--- config.mk ---
export PLATFORM = sky130hd
export DESIGN_NAME = iclr_regs
export DESIGN_NICKNAME = d
export VERILOG_FILES = /design/src/logic/iclr_pkg.sv /design/src/logic/iclr_acc_if.sv /design/src/logic/iclr_bus_port.sv /design/src/logic/iclr_regs.sv /design/src/logic/iclr_value_guard.sv
export SDC_FILE = /design/constraint.sdc
export NUM_CORES = 1
export LEC_CHECK = 0
export ABC_CLOCK_PERIOD_IN_PS = 8600
export BUFFER_PORTS_ARGS = -buffer_cell sky130_fd_sc_hd__buf_4
export CAP_MARGIN = 0
export CORE_ASPECT_RATIO = 1.5
export CORE_MARGIN = 1.5
export CORE_UTILIZATION = 39
export CTS_CLUSTER_DIAMETER = 120
export DETAILED_ROUTE_END_ITERATION = 10
export MAX_ROUTING_LAYER = met4
export PLACE_DENSITY_LB_ADDON = 0.12
export SETUP_SLACK_MARGIN = 0.1
export SLEW_MARGIN = 20
export SYNTH_ARGS = -nofsm -noshare
export SYNTH_HDL_FRONTEND = slang
export SYNTH_SLANG_ARGS = --single-unit
--- constraint.sdc ---
create_clock -name i_ref_clk -period 8.6 [get_ports i_ref_clk]
set_input_delay 0.86 -clock i_ref_clk [delete_from_list [all_inputs] [get_ports i_ref_clk]]
set_output_delay 0.86 -clock i_ref_clk [all_outputs]
set_load 0.02 [all_outputs]
--- src/logic/iclr_pkg.sv ---
// register map, codes and limits of the injection controller register bank
package iclr_pkg;
    localparam int ADDR_W = 20;
    localparam int WORD_W = 16;
    localparam int DATA_W = 32;
    localparam int SEL_W = 5;
    localparam int TOTAL_W = 15;

    // modbus word addresses; wide registers hold upper word first
    localparam logic [19:0] ADDR_PUMP_STATE_HIGH = 20'h6_1f02;
    localparam logic [19:0] ADDR_PUMP_STATE_LOW = 20'h6_1f03;
    localparam logic [19:0] ADDR_GRAND_TOTAL_SHORT = 20'h6_1f04;
    localparam logic [19:0] ADDR_DESIRED_FLOW_RATE = 20'h6_1f05;
    localparam logic [19:0] ADDR_PUMP_INHIBIT = 20'h6_1f06;
    localparam logic [19:0] ADDR_ALARM_CLEAR = 20'h6_1f07;
    localparam logic [19:0] ADDR_HEARTBEAT_TICK = 20'h6_1f08;
    localparam logic [19:0] ADDR_COMMS_WATCH_ENABLE = 20'h6_1f09;
    localparam logic [19:0] ADDR_TANK_NOTIFY_LEVEL = 20'h6_1f0a;
    localparam logic [19:0] ADDR_TANK_SHUTOFF_LEVEL = 20'h6_1f0b;
    localparam logic [19:0] ADDR_ANALOG_OUT_ON_VIEW = 20'h6_1f0c;
    localparam logic [19:0] ADDR_ANALOG_OUT_MIN_VIEW = 20'h6_1f0e;
    localparam logic [19:0] ADDR_ANALOG_OUT_MAX_VIEW = 20'h6_1f10;
    localparam logic [19:0] ADDR_ANALOG_OUT_KIND = 20'h6_1f12;
    localparam logic [19:0] ADDR_ANALOG_OUT_ON = 20'h6_1f14;
    localparam logic [19:0] ADDR_ANALOG_OUT_MIN = 20'h6_1f16;
    localparam logic [19:0] ADDR_ANALOG_OUT_MAX = 20'h6_1f18;
    localparam logic [19:0] ADDR_TEMPERATURE_READING = 20'h6_1f1a;
    localparam logic [19:0] ADDR_TEMP_MODE_VIEW = 20'h6_1f1c;
    localparam logic [19:0] ADDR_TEMP_SETPOINT_VIEW = 20'h6_1f1e;
    localparam logic [19:0] ADDR_TEMP_MODE = 20'h6_1f20;
    localparam logic [19:0] ADDR_TEMP_SETPOINT = 20'h6_1f22;
    localparam logic [19:0] ADDR_LAST = ADDR_TEMP_SETPOINT + 20'h0_0001;
    localparam logic [19:0] ADDR_WIDE_BASE = ADDR_ANALOG_OUT_ON_VIEW;
    localparam logic [4:0] NUM_SHORT =
        5'(ADDR_WIDE_BASE - ADDR_PUMP_STATE_HIGH);

    // register select: one code per word below ADDR_WIDE_BASE (both pump state words too), one for both words of a wide one
    function automatic logic [SEL_W-1:0] sel_of(input logic [19:0] a);
        logic [19:0] d;
        if (a < ADDR_WIDE_BASE) begin
            d = a - ADDR_PUMP_STATE_HIGH;
            return d[SEL_W-1:0];
        end
        d = a - ADDR_WIDE_BASE;
        return NUM_SHORT + d[SEL_W:1];
    endfunction

    localparam logic [4:0] SEL_PUMP_STATE_LOW = sel_of(ADDR_PUMP_STATE_LOW);
    localparam logic [4:0] SEL_TOTAL = sel_of(ADDR_GRAND_TOTAL_SHORT);
    localparam logic [4:0] SEL_FLOW = sel_of(ADDR_DESIRED_FLOW_RATE);
    localparam logic [4:0] SEL_INHIBIT = sel_of(ADDR_PUMP_INHIBIT);
    localparam logic [4:0] SEL_CLEAR = sel_of(ADDR_ALARM_CLEAR);
    localparam logic [4:0] SEL_HB = sel_of(ADDR_HEARTBEAT_TICK);
    localparam logic [4:0] SEL_WATCH = sel_of(ADDR_COMMS_WATCH_ENABLE);
    localparam logic [4:0] SEL_NOTIFY = sel_of(ADDR_TANK_NOTIFY_LEVEL);
    localparam logic [4:0] SEL_SHUTOFF = sel_of(ADDR_TANK_SHUTOFF_LEVEL);
    localparam logic [4:0] SEL_AON_V = sel_of(ADDR_ANALOG_OUT_ON_VIEW);
    localparam logic [4:0] SEL_AMIN_V = sel_of(ADDR_ANALOG_OUT_MIN_VIEW);
    localparam logic [4:0] SEL_AMAX_V = sel_of(ADDR_ANALOG_OUT_MAX_VIEW);
    localparam logic [4:0] SEL_AKIND = sel_of(ADDR_ANALOG_OUT_KIND);
    localparam logic [4:0] SEL_AON = sel_of(ADDR_ANALOG_OUT_ON);
    localparam logic [4:0] SEL_AMIN = sel_of(ADDR_ANALOG_OUT_MIN);
    localparam logic [4:0] SEL_AMAX = sel_of(ADDR_ANALOG_OUT_MAX);
    localparam logic [4:0] SEL_TEMP = sel_of(ADDR_TEMPERATURE_READING);
    localparam logic [4:0] SEL_TMODE_V = sel_of(ADDR_TEMP_MODE_VIEW);
    localparam logic [4:0] SEL_TSET_V = sel_of(ADDR_TEMP_SETPOINT_VIEW);
    localparam logic [4:0] SEL_TMODE = sel_of(ADDR_TEMP_MODE);
    localparam logic [4:0] SEL_TSET = sel_of(ADDR_TEMP_SETPOINT);

    // field positions, limits and reset values
    localparam int CTRL_BIT = 0;
    localparam logic [14:0] TOTAL_MAX = 15'h7fff;
    localparam logic signed [31:0] TANK_MIN = 32'sh0000_0000;
    localparam logic signed [31:0] TANK_MAX = 32'sh0000_3840;
    localparam logic signed [31:0] TEMP_MIN = 32'shffff_ffd8;
    localparam logic signed [31:0] TEMP_MAX = 32'sh0000_0076;
    localparam logic [31:0] TEMP_MODE_MAX = 32'h0000_0003;
    localparam logic INHIBIT_RST = 1'b1;

    typedef enum logic [2:0] {
        PS_STANDBY = 3'b000,
        PS_RUN = 3'b001,
        PS_LOCK_ALARM = 3'b010,
        PS_LOCK_REMOTE = 3'b011,
        PS_LOCK_POWER = 3'b100,
        PS_LOCK_TEMP = 3'b101
    } iclr_pump_code_t;

    typedef enum logic [1:0] {
        TM_DISABLED = 2'b00,
        TM_DISPLAY = 2'b01,
        TM_ON_BELOW = 2'b10,
        TM_ON_ABOVE = 2'b11
    } iclr_temp_mode_t;
endpackage

--- src/logic/iclr_acc_if.sv ---
// decoded register access passed from the bus port to the register bank
`timescale 1ns/10ps
interface iclr_acc_if;
    logic wr;
    logic rd;
    logic hit;
    logic word_hi;
    logic [iclr_pkg::SEL_W-1:0] sel;
    logic [iclr_pkg::DATA_W-1:0] wdata;
    modport port (output wr, rd, hit, word_hi, sel, wdata);
    modport core (input wr, rd, hit, word_hi, sel, wdata);
endinterface

--- src/logic/iclr_bus_port.sv ---
// word access decoder: selects register, pairs wide register words
`timescale 1ns/10ps
module iclr_bus_port (
    // clock and reset
    input wire logic i_ref_clk,
    input wire logic i_rst,
    // word access
    input wire logic i_wr,
    input wire logic i_rd,
    input wire logic [iclr_pkg::ADDR_W-1:0] i_addr,
    input wire logic [iclr_pkg::WORD_W-1:0] i_wdata,
    // decoded access
    iclr_acc_if.port acc
);
    import iclr_pkg::*;

    typedef struct packed {
        logic [WORD_W-1:0] hi_word;
    } iclr_port_state_t;

    iclr_port_state_t st;
    iclr_port_state_t next_st;

    // decode; upper word writes are held until the lower word arrives
    always_comb begin
        acc.hit = (i_addr >= ADDR_PUMP_STATE_HIGH) && (i_addr <= ADDR_LAST);
        acc.sel = sel_of(i_addr);
        if (i_addr < ADDR_WIDE_BASE) begin
            acc.word_hi = 1'b0;
            acc.wdata = {{WORD_W{1'b0}}, i_wdata};
        end else begin
            acc.word_hi = (i_addr[0] == ADDR_WIDE_BASE[0]);
            acc.wdata = {st.hi_word, i_wdata};
        end
        acc.wr = i_wr && acc.hit && !acc.word_hi;
        acc.rd = i_rd && acc.hit;
        next_st = st;
        if (i_wr && acc.hit && acc.word_hi) begin
            next_st.hi_word = i_wdata;
        end
        if (i_rst) begin
            next_st = '0;
        end
    end

    // state register
    always_ff @(posedge i_ref_clk) begin
        st <= next_st;
    end
endmodule

--- src/logic/iclr_regs.sv ---
// register bank of the chemical injection controller, word addressed
`timescale 1ns/10ps
module iclr_regs (
    // clock and reset
    input wire logic i_ref_clk,
    input wire logic i_rst,
    // register access
    input wire logic i_wr,
    input wire logic i_rd,
    input wire logic [iclr_pkg::ADDR_W-1:0] i_addr,
    input wire logic [iclr_pkg::WORD_W-1:0] i_wdata,
    output logic [iclr_pkg::WORD_W-1:0] o_rdata,
    output logic o_rd_valid,
    output logic o_rd_err,
    // pump
    input wire iclr_pkg::iclr_pump_code_t i_lockout_code,
    output logic o_pump_run_cmd,
    // totaliser and flow
    input wire logic i_flow_mode,
    input wire logic i_volume_tick,
    output logic [iclr_pkg::WORD_W-1:0] o_flow_rate_target,
    // alarms and comms watch
    output logic o_alarm_clear,
    output logic o_heartbeat_tick,
    output logic [iclr_pkg::WORD_W-1:0] o_heartbeat_count,
    output logic o_comms_watch_on,
    // tank level
    input wire logic i_tank_level_monitor_option,
    input wire logic [iclr_pkg::WORD_W-1:0] i_tank_height,
    output logic o_tank_notify,
    output logic o_tank_shutoff,
    // analog output
    input wire logic [iclr_pkg::DATA_W-1:0] i_aout_kind,
    output logic o_aout_enable,
    output logic [iclr_pkg::DATA_W-1:0] o_aout_min,
    output logic [iclr_pkg::DATA_W-1:0] o_aout_max,
    // temperature
    input wire logic signed [iclr_pkg::DATA_W-1:0] i_temperature,
    output iclr_pkg::iclr_temp_mode_t o_temp_mode,
    output logic signed [iclr_pkg::DATA_W-1:0] o_temp_setpoint,
    output logic o_temp_demand
);
    import iclr_pkg::*;

    typedef struct packed {
        logic [1:0] tlm_sync;
        logic inhibit;
        logic [TOTAL_W-1:0] total;
        logic [WORD_W-1:0] flow_rate;
        logic [WORD_W-1:0] heartbeat;
        logic watch_on;
        logic [WORD_W-1:0] notify_lvl;
        logic [WORD_W-1:0] shutoff_lvl;
        logic aout_on;
        logic [DATA_W-1:0] aout_min;
        logic [DATA_W-1:0] aout_max;
        iclr_temp_mode_t temp_mode;
        logic signed [DATA_W-1:0] setpoint;
        logic [WORD_W-1:0] rdata;
        logic rd_valid;
        logic rd_err;
        logic alarm_clear;
        logic hb_tick;
        logic tank_notify;
        logic tank_shutoff;
        logic [DATA_W-1:0] aout_min_out;
        logic [DATA_W-1:0] aout_max_out;
        logic temp_demand;
    } iclr_regs_state_t;

    iclr_acc_if acc ();
    iclr_regs_state_t st;
    iclr_regs_state_t next_st;
    logic signed [DATA_W-1:0] tank_in;
    logic signed [DATA_W-1:0] tank_clamped;
    logic set_ok;
    iclr_pump_code_t pump_code;
    logic [DATA_W-1:0] rd_word;

    // word decoder and upper word holding
    iclr_bus_port u_port (
        .i_ref_clk(i_ref_clk),
        .i_rst(i_rst),
        .i_wr(i_wr),
        .i_rd(i_rd),
        .i_addr(i_addr),
        .i_wdata(i_wdata),
        .acc(acc.port)
    );

    // tank triggers are 16-bit words taken as signed for the clamp
    assign tank_in = {{WORD_W{acc.wdata[WORD_W-1]}}, acc.wdata[WORD_W-1:0]};

    // clamp of tank trigger writes
    iclr_value_guard #(
        .LO(TANK_MIN),
        .HI(TANK_MAX)
    ) u_tank_guard (
        .i_value(tank_in),
        .o_in_range(),
        .o_clamped(tank_clamped)
    );

    // acceptance window of setpoint writes
    iclr_value_guard #(
        .LO(TEMP_MIN),
        .HI(TEMP_MAX)
    ) u_temp_guard (
        .i_value(acc.wdata),
        .o_in_range(set_ok),
        .o_clamped()
    );

    // pump status code: lockouts first, else run unless inhibited
    always_comb begin
        if (i_lockout_code != PS_STANDBY) begin
            pump_code = i_lockout_code;
        end else if (st.inhibit) begin
            pump_code = PS_STANDBY;
        end else begin
            pump_code = PS_RUN;
        end
    end

    // read value of the selected register, views mirror live copies
    always_comb begin
        case (acc.sel)
            SEL_PUMP_STATE_LOW: rd_word = DATA_W'(pump_code);
            SEL_TOTAL: rd_word = DATA_W'(st.total);
            SEL_FLOW: rd_word = DATA_W'(st.flow_rate);
            SEL_INHIBIT: rd_word = DATA_W'(st.inhibit);
            SEL_HB: rd_word = DATA_W'(st.heartbeat);
            SEL_WATCH: rd_word = DATA_W'(st.watch_on);
            SEL_NOTIFY: rd_word = DATA_W'(st.notify_lvl);
            SEL_SHUTOFF: rd_word = DATA_W'(st.shutoff_lvl);
            SEL_AON_V, SEL_AON: rd_word = DATA_W'(st.aout_on);
            SEL_AMIN_V, SEL_AMIN: rd_word = st.aout_min;
            SEL_AMAX_V, SEL_AMAX: rd_word = st.aout_max;
            SEL_AKIND: rd_word = i_aout_kind;
            SEL_TEMP: rd_word = $unsigned(i_temperature);
            SEL_TMODE_V, SEL_TMODE: rd_word = DATA_W'(st.temp_mode);
            SEL_TSET_V, SEL_TSET: rd_word = $unsigned(st.setpoint);
            default: rd_word = '0; // upper pump word, write-only clear
        endcase
    end

    // next state of the whole bank
    always_comb begin
        next_st = st;
        next_st.alarm_clear = 1'b0;
        next_st.hb_tick = 1'b0;
        // option pin through two flops, only the second is read
        next_st.tlm_sync = {st.tlm_sync[0], i_tank_level_monitor_option};

        // totaliser counts volume only in flow mode, wraps at the top
        if (i_flow_mode && i_volume_tick) begin
            if (st.total == TOTAL_MAX) begin
                next_st.total = '0;
            end else begin
                next_st.total = st.total + 1'b1;
            end
        end

        // writes; read-only selects fall to the default and change nothing
        if (acc.wr) begin
            case (acc.sel)
                SEL_TOTAL: next_st.total = acc.wdata[TOTAL_W-1:0];
                SEL_FLOW: next_st.flow_rate = acc.wdata[WORD_W-1:0];
                SEL_INHIBIT: begin
                    next_st.inhibit = acc.wdata[CTRL_BIT];
                end
                SEL_CLEAR: next_st.alarm_clear = acc.wdata[CTRL_BIT];
                SEL_HB: begin
                    if (st.watch_on) begin
                        next_st.heartbeat = st.heartbeat + 1'b1;
                        next_st.hb_tick = 1'b1;
                    end
                end
                SEL_WATCH: next_st.watch_on = acc.wdata[CTRL_BIT];
                SEL_NOTIFY: begin
                    next_st.notify_lvl = tank_clamped[WORD_W-1:0];
                end
                SEL_SHUTOFF: begin
                    next_st.shutoff_lvl = tank_clamped[WORD_W-1:0];
                end
                SEL_AON: next_st.aout_on = acc.wdata[CTRL_BIT];
                SEL_AMIN: next_st.aout_min = acc.wdata;
                SEL_AMAX: next_st.aout_max = acc.wdata;
                SEL_TMODE: begin
                    if (acc.wdata <= TEMP_MODE_MAX) begin
                        next_st.temp_mode = iclr_temp_mode_t'(acc.wdata[1:0]);
                    end
                end
                SEL_TSET: begin
                    if (set_ok) begin
                        next_st.setpoint = acc.wdata;
                    end
                end
                default: ;
            endcase
        end

        // read answer: data held until the next read, valid and error for one cycle
        next_st.rd_valid = i_rd;
        if (i_rd) begin
            next_st.rd_err = !acc.hit;
            if (!acc.hit) begin
                next_st.rdata = '0;
            end else if (acc.word_hi) begin
                next_st.rdata = rd_word[DATA_W-1:WORD_W];
            end else begin
                next_st.rdata = rd_word[WORD_W-1:0];
            end
        end else begin
            next_st.rd_err = 1'b0;
        end

        // tank comparisons only with the monitor option fitted
        next_st.tank_notify = st.tlm_sync[1]
            && (i_tank_height <= st.notify_lvl);
        next_st.tank_shutoff = st.tlm_sync[1]
            && (i_tank_height <= st.shutoff_lvl);

        // analog limits pass only while the output is enabled
        next_st.aout_min_out = st.aout_on ? st.aout_min : '0;
        next_st.aout_max_out = st.aout_on ? st.aout_max : '0;

        // setpoint acts only in the two control modes
        case (st.temp_mode)
            TM_ON_BELOW: begin
                next_st.temp_demand = i_temperature < st.setpoint;
            end
            TM_ON_ABOVE: begin
                next_st.temp_demand = i_temperature > st.setpoint;
            end
            default: next_st.temp_demand = 1'b0;
        endcase

        if (i_rst) begin
            next_st = '0;
            next_st.inhibit = INHIBIT_RST;
        end
    end

    // state register
    always_ff @(posedge i_ref_clk) begin
        st <= next_st;
    end

    // outputs straight from the state
    assign o_rdata = st.rdata;
    assign o_rd_valid = st.rd_valid;
    assign o_rd_err = st.rd_err;
    assign o_pump_run_cmd = !st.inhibit;
    assign o_flow_rate_target = st.flow_rate;
    assign o_alarm_clear = st.alarm_clear;
    assign o_heartbeat_tick = st.hb_tick;
    assign o_heartbeat_count = st.heartbeat;
    assign o_comms_watch_on = st.watch_on;
    assign o_tank_notify = st.tank_notify;
    assign o_tank_shutoff = st.tank_shutoff;
    assign o_aout_enable = st.aout_on;
    assign o_aout_min = st.aout_min_out;
    assign o_aout_max = st.aout_max_out;
    assign o_temp_mode = st.temp_mode;
    assign o_temp_setpoint = st.setpoint;
    assign o_temp_demand = st.temp_demand;
endmodule

--- src/logic/iclr_value_guard.sv ---
// range test and clamp of a signed written value
`timescale 1ns/10ps
module iclr_value_guard #(
    parameter logic signed [31:0] LO = iclr_pkg::TANK_MIN,
    parameter logic signed [31:0] HI = iclr_pkg::TANK_MAX
) (
    // value under test
    input wire logic signed [iclr_pkg::DATA_W-1:0] i_value,
    // verdicts
    output logic o_in_range,
    output logic signed [iclr_pkg::DATA_W-1:0] o_clamped
);
    import iclr_pkg::*;

    // inclusive window, saturate outside it
    always_comb begin
        o_in_range = (i_value >= LO) && (i_value <= HI);
        if (i_value < LO) begin
            o_clamped = LO;
        end else if (i_value > HI) begin
            o_clamped = HI;
        end else begin
            o_clamped = i_value;
        end
    end
endmodule

# Word level (Yosys, flattened, before mapping)
# Index checks and enable logic that the tools add are counted.
totals:
  reg_bits: 285
  inputBits: 126
op_classes:
  addsub: 5
  magnitude_cmp: 12
  n_eq_ne: 24
  mux: 31
  bitwise_logic: 6
  reduce_logical: 32
ops:
  columns: ["operator", "n"]
  rows:
  - ["$pmux W32 S15", 1]
  - ["$mux W179", 1]
  - ["$mux W32", 5]
  - ["$mux W16", 9]
  - ["$mux W15", 3]
  - ["$eq A5 B4 Y1 const B", 8]
  - ["$ge A32 B7 Y1 const B", 1]
  - ["$gt A32 B32 Y1", 1]
  - ["$le A16 B16 Y1", 2]
  - ["$le A32 B2 Y1 const B", 1]
  - ["$le A32 B8 Y1 const B", 1]
  - ["$lt A32 B32 Y1", 1]
  - ["$eq A5 B5 Y1 const B", 6]
  - ["$eq A5 B3 Y1 const B", 4]
  - ["$ge A20 B19 Y1 const B", 1]
  - ["$le A20 B19 Y1 const B", 1]
  - ["$lt A20 B19 Y1 const B", 1]
  - ["$add A16 B1 Y16 const B", 1]
  - ["$gt A16 B15 Y1 const B", 1]
  - ["$lt A16 B1 Y1 const B", 1]
  - ["$reduce_and A2 Y1", 8]
  - ["$add A15 B1 Y15 const B", 1]
  - ["$eq A15 B15 Y1 const B", 1]
  - ["$reduce_or A2 Y1", 7]
  - ["other kinds (17)", 43]

# Logic depth before layout (Yosys ltp)
logic_depth:
  ltp_word: 8
  depth_mapped: 16

# Hierarchy
# From an unflattened synthesis, not the netlist that was laid out.
unflattened:
  hier_cells: 1940
  hier_area_um2: 16060.4
by_module_without_submodules:
  columns: ["module", "n_inst", "cells_per_inst", "area_each_um2", "seq_area_each_um2"]
  rows:
  - ["iclr_regs", 1, 1651, 13868.3, 5385.2]
  - ["iclr_bus_port", 1, 170, 1388.8, 320.3]
  - ["iclr_value_guard at u_tank_guard", 1, 51, 409.1, 0.0]
  - ["iclr_value_guard at u_temp_guard", 1, 68, 394.1, 0.0]

# Worst setup path after synthesis
# No wires, ideal clock.
synth_path:
  path_type: "input port to flip-flop"
  startpoint: "in i_addr[2] (netlist bit)"
  endpoint: "reg st, in the netlist o_rdata[10]"
  setup_ps: 123
  arrival_time_ps: 3990
  t_required_ps: 8477
  setup_slack_ps: 4487
  cell_stages: 15
  cell_sequence: "clkbuf_1 -> inv_1 -> ha_1 -> buf_2 -> mux2i_1 -> mux2i_1 -> or4_1 -> clkbuf_2 -> o2111a_1 -> o221ai_1 -> nand3_1 -> a2111oi_2 -> or3_4 -> clkbuf_2 -> o21ai_0"
synth_via:
  elab_chain_len: 8
synth_lines:
  columns: ["element", "line_no", "rtl"]
  rows:
  - ["start: declaration", "iclr_regs.sv:10", "input wire logic [iclr_pkg::ADDR_W-1:0] i_addr,"]
  - ["$sub A6 B4 Y6, or another cell as far along", "iclr_pkg.sv:44", "d = a - ADDR_WIDE_BASE;"]
  - ["$add A4 B5 Y5, or another cell as far along", "iclr_pkg.sv:45", "return NUM_SHORT + d[SEL_W:1];"]
  - ["$mux W5", "iclr_pkg.sv:44", null]
  - ["$eq A5 B5 Y1 / $eq A5 B4 Y1 (equally long branches)", "iclr_regs.sv:127", "case (acc.sel)"]
  - ["$reduce_or A2 Y1", "iclr_regs.sv:127", null]
  - ["$pmux W32 S15", "iclr_regs.sv:127", null]
  - ["$mux W16", "iclr_regs.sv:209", "end else if (acc.word_hi) begin"]
  - ["$mux W16 *", "iclr_regs.sv:207", "if (!acc.hit) begin"]
  - ["end signal: assignment", "iclr_regs.sv:247", "st <= next_st;"]
  - ["end: declaration", "iclr_regs.sv:72", "iclr_regs_state_t st;"]
# Every way passes the cells marked *; elsewhere a longest branch is shown, timed or not. The select of a mux whose other input is x is not followed.
# A chain may end at the register's enable or synchronous reset.

# Worst setup path after layout
layout_path:
  startpoint: "in i_addr[2] (netlist bit)"
  endpoint: "reg st, in the netlist o_temp_setpoint[30]"
layout_via:
  elab_chain_len: 5
layout_lines:
  columns: ["element", "line_no", "rtl"]
  rows:
  - ["$lt A20 B19 Y1, or another cell as far along", "iclr_pkg.sv:40, iclr_bus_port.sv:28", null]
  - ["$mux W32, or another cell as far along", "iclr_bus_port.sv:28", "if (i_addr < ADDR_WIDE_BASE) begin"]
  - ["$ge A32 B7 Y1, or another cell as far along", "iclr_value_guard.sv:17", "o_in_range = (i_value >= LO) && (i_value <= HI);"]
  - ["$logic_and A1 B1 Y1, or another cell as far along", "iclr_value_guard.sv:17", null]
  - ["$reduce_and A3 Y1 (no source line)", null, null]
# Parallel ways exist; a longest one is shown, timed or not. The select of a mux whose other input is x is not followed.

==> impl_metrics.ini <==
[run_status]
status = complete, no violations

[clock_tree]
cts.sinks = 283
post_cts_buffers = 0
cts_buffers = 29
clock_latency_ns = 0.58
cts_tree = built
cts_buffer_depth = 3
cts_resized = 0
cts.reportedPaths.clkPinSlew_ns = 0.06
cts_max_level = 1
cts_hold_buffers = 0
ctsRootBufferMaster = clkbuf_16

[timing]
relSlewSlack_pct = 27.82
slew_viol_final = 0
tns_ns = 0
period_share_pct = 52.99
hold_viol = 0
fmax_ghz = 0.2194
setup_viol = 0
clock_skew_ns = 0.01294
rsz0062_at_grt = false
period_needed_ns = 4.557
worstMarginPinSlew_ns = 1.069

[cells_and_area]
fin_util_pct = 45.51
regArea_um2 = 5665
area_delta_synth_final_pct = 14.30
nets = 2159
num_antenna_cells = 0
fill_cells = 3940
multi_input_area_um2 = 7770
drive_gt1_share_pct = 19.41

[die]
die_x_um = 165.2
design.core.area_um2 = 38650
ios = 282
die-height_um = 246.3
dieArea_um2 = 40680
start_util_pct = 39.81
rows = 88

[power]
clkPwrFrac_pct = 45.3
p_sw_share_pct = 25.96
peakVddDrop_mv = 0.1588
p_comb_share_pct = 10.3
p_per_area_nw_per_um2 = 168.3
netSwitchingPower_w = 0.0007685
leakage_nw = 6.652
seq_power_share_pct = 44.4
p_int_w = 0.002192

[global_route]
overflow = 0
gr-usage-all-layers_pct = 31.09
grt_max_degree = 88
grt_pass1_wl_um = 89980
grt_pass1_vias = 14006
antenna_found_initial = 0

[worst_setup_path]
worstSetupStartpointType = input pin
required_ns = 9.02
crit_type = input pin to flop
worstPathArrival_ns = 4.98
reg2reg_setup_slack_ns = 5.57
worstPathMaxFanout = 54
crit_path_end_kind = flop

[drt]
drc = 0
drt_pass1_iterations = 7
wl_per_cell_um = 25.33
drt_iter0_markers = 1256
viasPerCell = 5.793
route.vias.total = 14360
drtAntennaViolNets = 0
wl_um = 62780

[yosys]
ys_ff_latch = 283
synth-seq-area-share_pct = 36.82
synth_flop_cell = dfxtp_1
avgSynthCellArea_um2 = 8.039
syn_nets = 2109
synth_area_um2 = 15390
async_flop_share_pct = 0
synth_edf_count = 0
synth.distinct_cells = 83
synth_cells = 1914
yosysWarnings = 0

[run]
max_cap_viol_count = 0

[hold_path]
hold_class = flop to flop

[placement]
dp_hpwl_um = 48120
place.gp.congestion = 1.005
numPortBuffers = 281
through the flow:
step / hold WS [ns] / instance area (um2) / worst slack (ns) / cells / power (W)
5_1_grt: 0.4836 / 17590 / 3.833 / 2479 / 0.003049
2_1_floorplan: 0.4138 / 15390 / 4.487 / 1914 / 0.001507
4_1_cts: 0.4692 / 17540 / 4.150 / 2477 / 0.002976
3_3_place_gp: 0.4582 / 16550 / 3.620 / 2426 / 0.001641
6_report: 0.4696 / 17590 / 4.043 / 2479 / 0.002960
3_5_place_dp: 0.4619 / 16550 / 3.542 / 2426 / 0.001640
area by class of cell:
| class | instances | share of cell area (%) |
|---|---|---|
| multi-input combinational | 1279 | 44.18 |
| sequential | 283 | 32.21 |
| timing repair buffer | 297 | 12.83 |
| clock buffer | 35 | 4.482 |
| tap | 495 | 3.522 |
| inverter | 74 | 1.579 |
| clock inverter | 16 | 1.188 |
path summary, 6_finish.rpt:
kind                 start             endpoint  depth (start not counted)
max              i_addr[2]  o_temp_setpoint[30]                         12
min                st[196]              st[196]                          2
min reg2reg        st[196]              st[196]                          2
max reg2reg  u_port.st[15]  o_temp_setpoint[30]                          9
state kept, by name, summed over array words and instances (netlist names), 2 cells and up:
signal	cells
o_temp_mode	2
u_port.st	16
o_rdata	16
o_aout_min	32
o_temp_setpoint	32
o_heartbeat_count	16
o_aout_max	32
st	112
o_flow_rate_target	16
cells by family (layout without fill, tap and decap cells):
group                    count (synthesis)  in the layout  share of synthesized area [%]
AO/OA/AOI/OAI                          440            440                          19.04
buffers and inverters                  352            422                          12.84
XOR/XNOR                                35             35                          2.090
adder cells (fa/ha/maj)                 69             69                          5.611
multiplexers                            22             22                          1.447
AND/OR/NAND/NOR                        713            713                          22.15
flip-flops                             283            283                          36.82
power groups by stage:
stage	clock network (W)	registers, W	logic, W
after detailed placement	0	0.00134	0.000298
after floorplan	0	0.00134	0.000164
after global placement	0	0.00134	0.000298
after CTS	0.00136	0.00131	0.000299
final	0.00134	0.00131	0.000306
after global routing	0.00141	0.00131	0.000324
placed cells by master (no fill, tap or decap), drive strengths merged, types with 23 or more instances in the layout:
master and count:
nand2 308, buf 297, dfxtp 283, a21oi 189
nand3 90, nor2 90, inv 75, and2 74
ha 69, o21ai 54, a22oi 53, nand4 39
clkbuf 35, nor3 23
per-layer routing:
metal  global-route usage [%]  wire length (um)  vias up
met5                        -                 0        -
met4                    22.18              5168        0
met3                    3.771              4075      213
met2                    52.45             30950      686
met1                    33.41             22590     6821
li1                         -                 -     6640
critical path, stage by stage:
cell and delay [ns]:
buf_4 0.19, ha_1 0.48, o211ai_2 0.37, o21ai_4 0.22, buf_4 0.55, mux2i_1 0.43, nand2b_1 0.25, nor3_2 0.08
o21ai_2 0.07, buf_4 0.39, or3b_1 0.88, a21oi_1 0.15
cells in the mapped netlist, types with 6 or more instances:
library cell / n / area share, %
a211oi_1: 15 / 0.73
a21o_1: 16 / 0.78
a21oi_1: 177 / 5.8
a21oi_2: 11 / 0.63
a221oi_1: 22 / 1.3
a222oi_1: 14 / 0.91
a22oi_1: 53 / 2.6
a31oi_1: 6 / 0.24
and2_1: 73 / 3.0
and3_1: 11 / 0.45
buf_2: 23 / 0.75
buf_4: 152 / 7.4
buf_6: 7 / 0.51
clkbuf_1: 93 / 2.3
dfxtp_1: 283 / 37
ha_1: 69 / 5.6
inv_1: 73 / 1.8
mux2i_1: 20 / 1.3
nand2_1: 308 / 7.5
nand2b_1: 10 / 0.41
nand3_1: 90 / 2.9
nand4_1: 38 / 1.5
nor2_1: 90 / 2.2
nor2b_1: 13 / 0.53
nor3_1: 22 / 0.72
nor3b_1: 7 / 0.34
nor4_1: 15 / 0.61
o21a_1: 19 / 0.93
o21ai_0: 48 / 1.6
or3_1: 8 / 0.33
or4_1: 7 / 0.34
xnor2_1: 17 / 0.97
xor2_1: 17 / 0.97
Power figures use the tool's default switching activity.
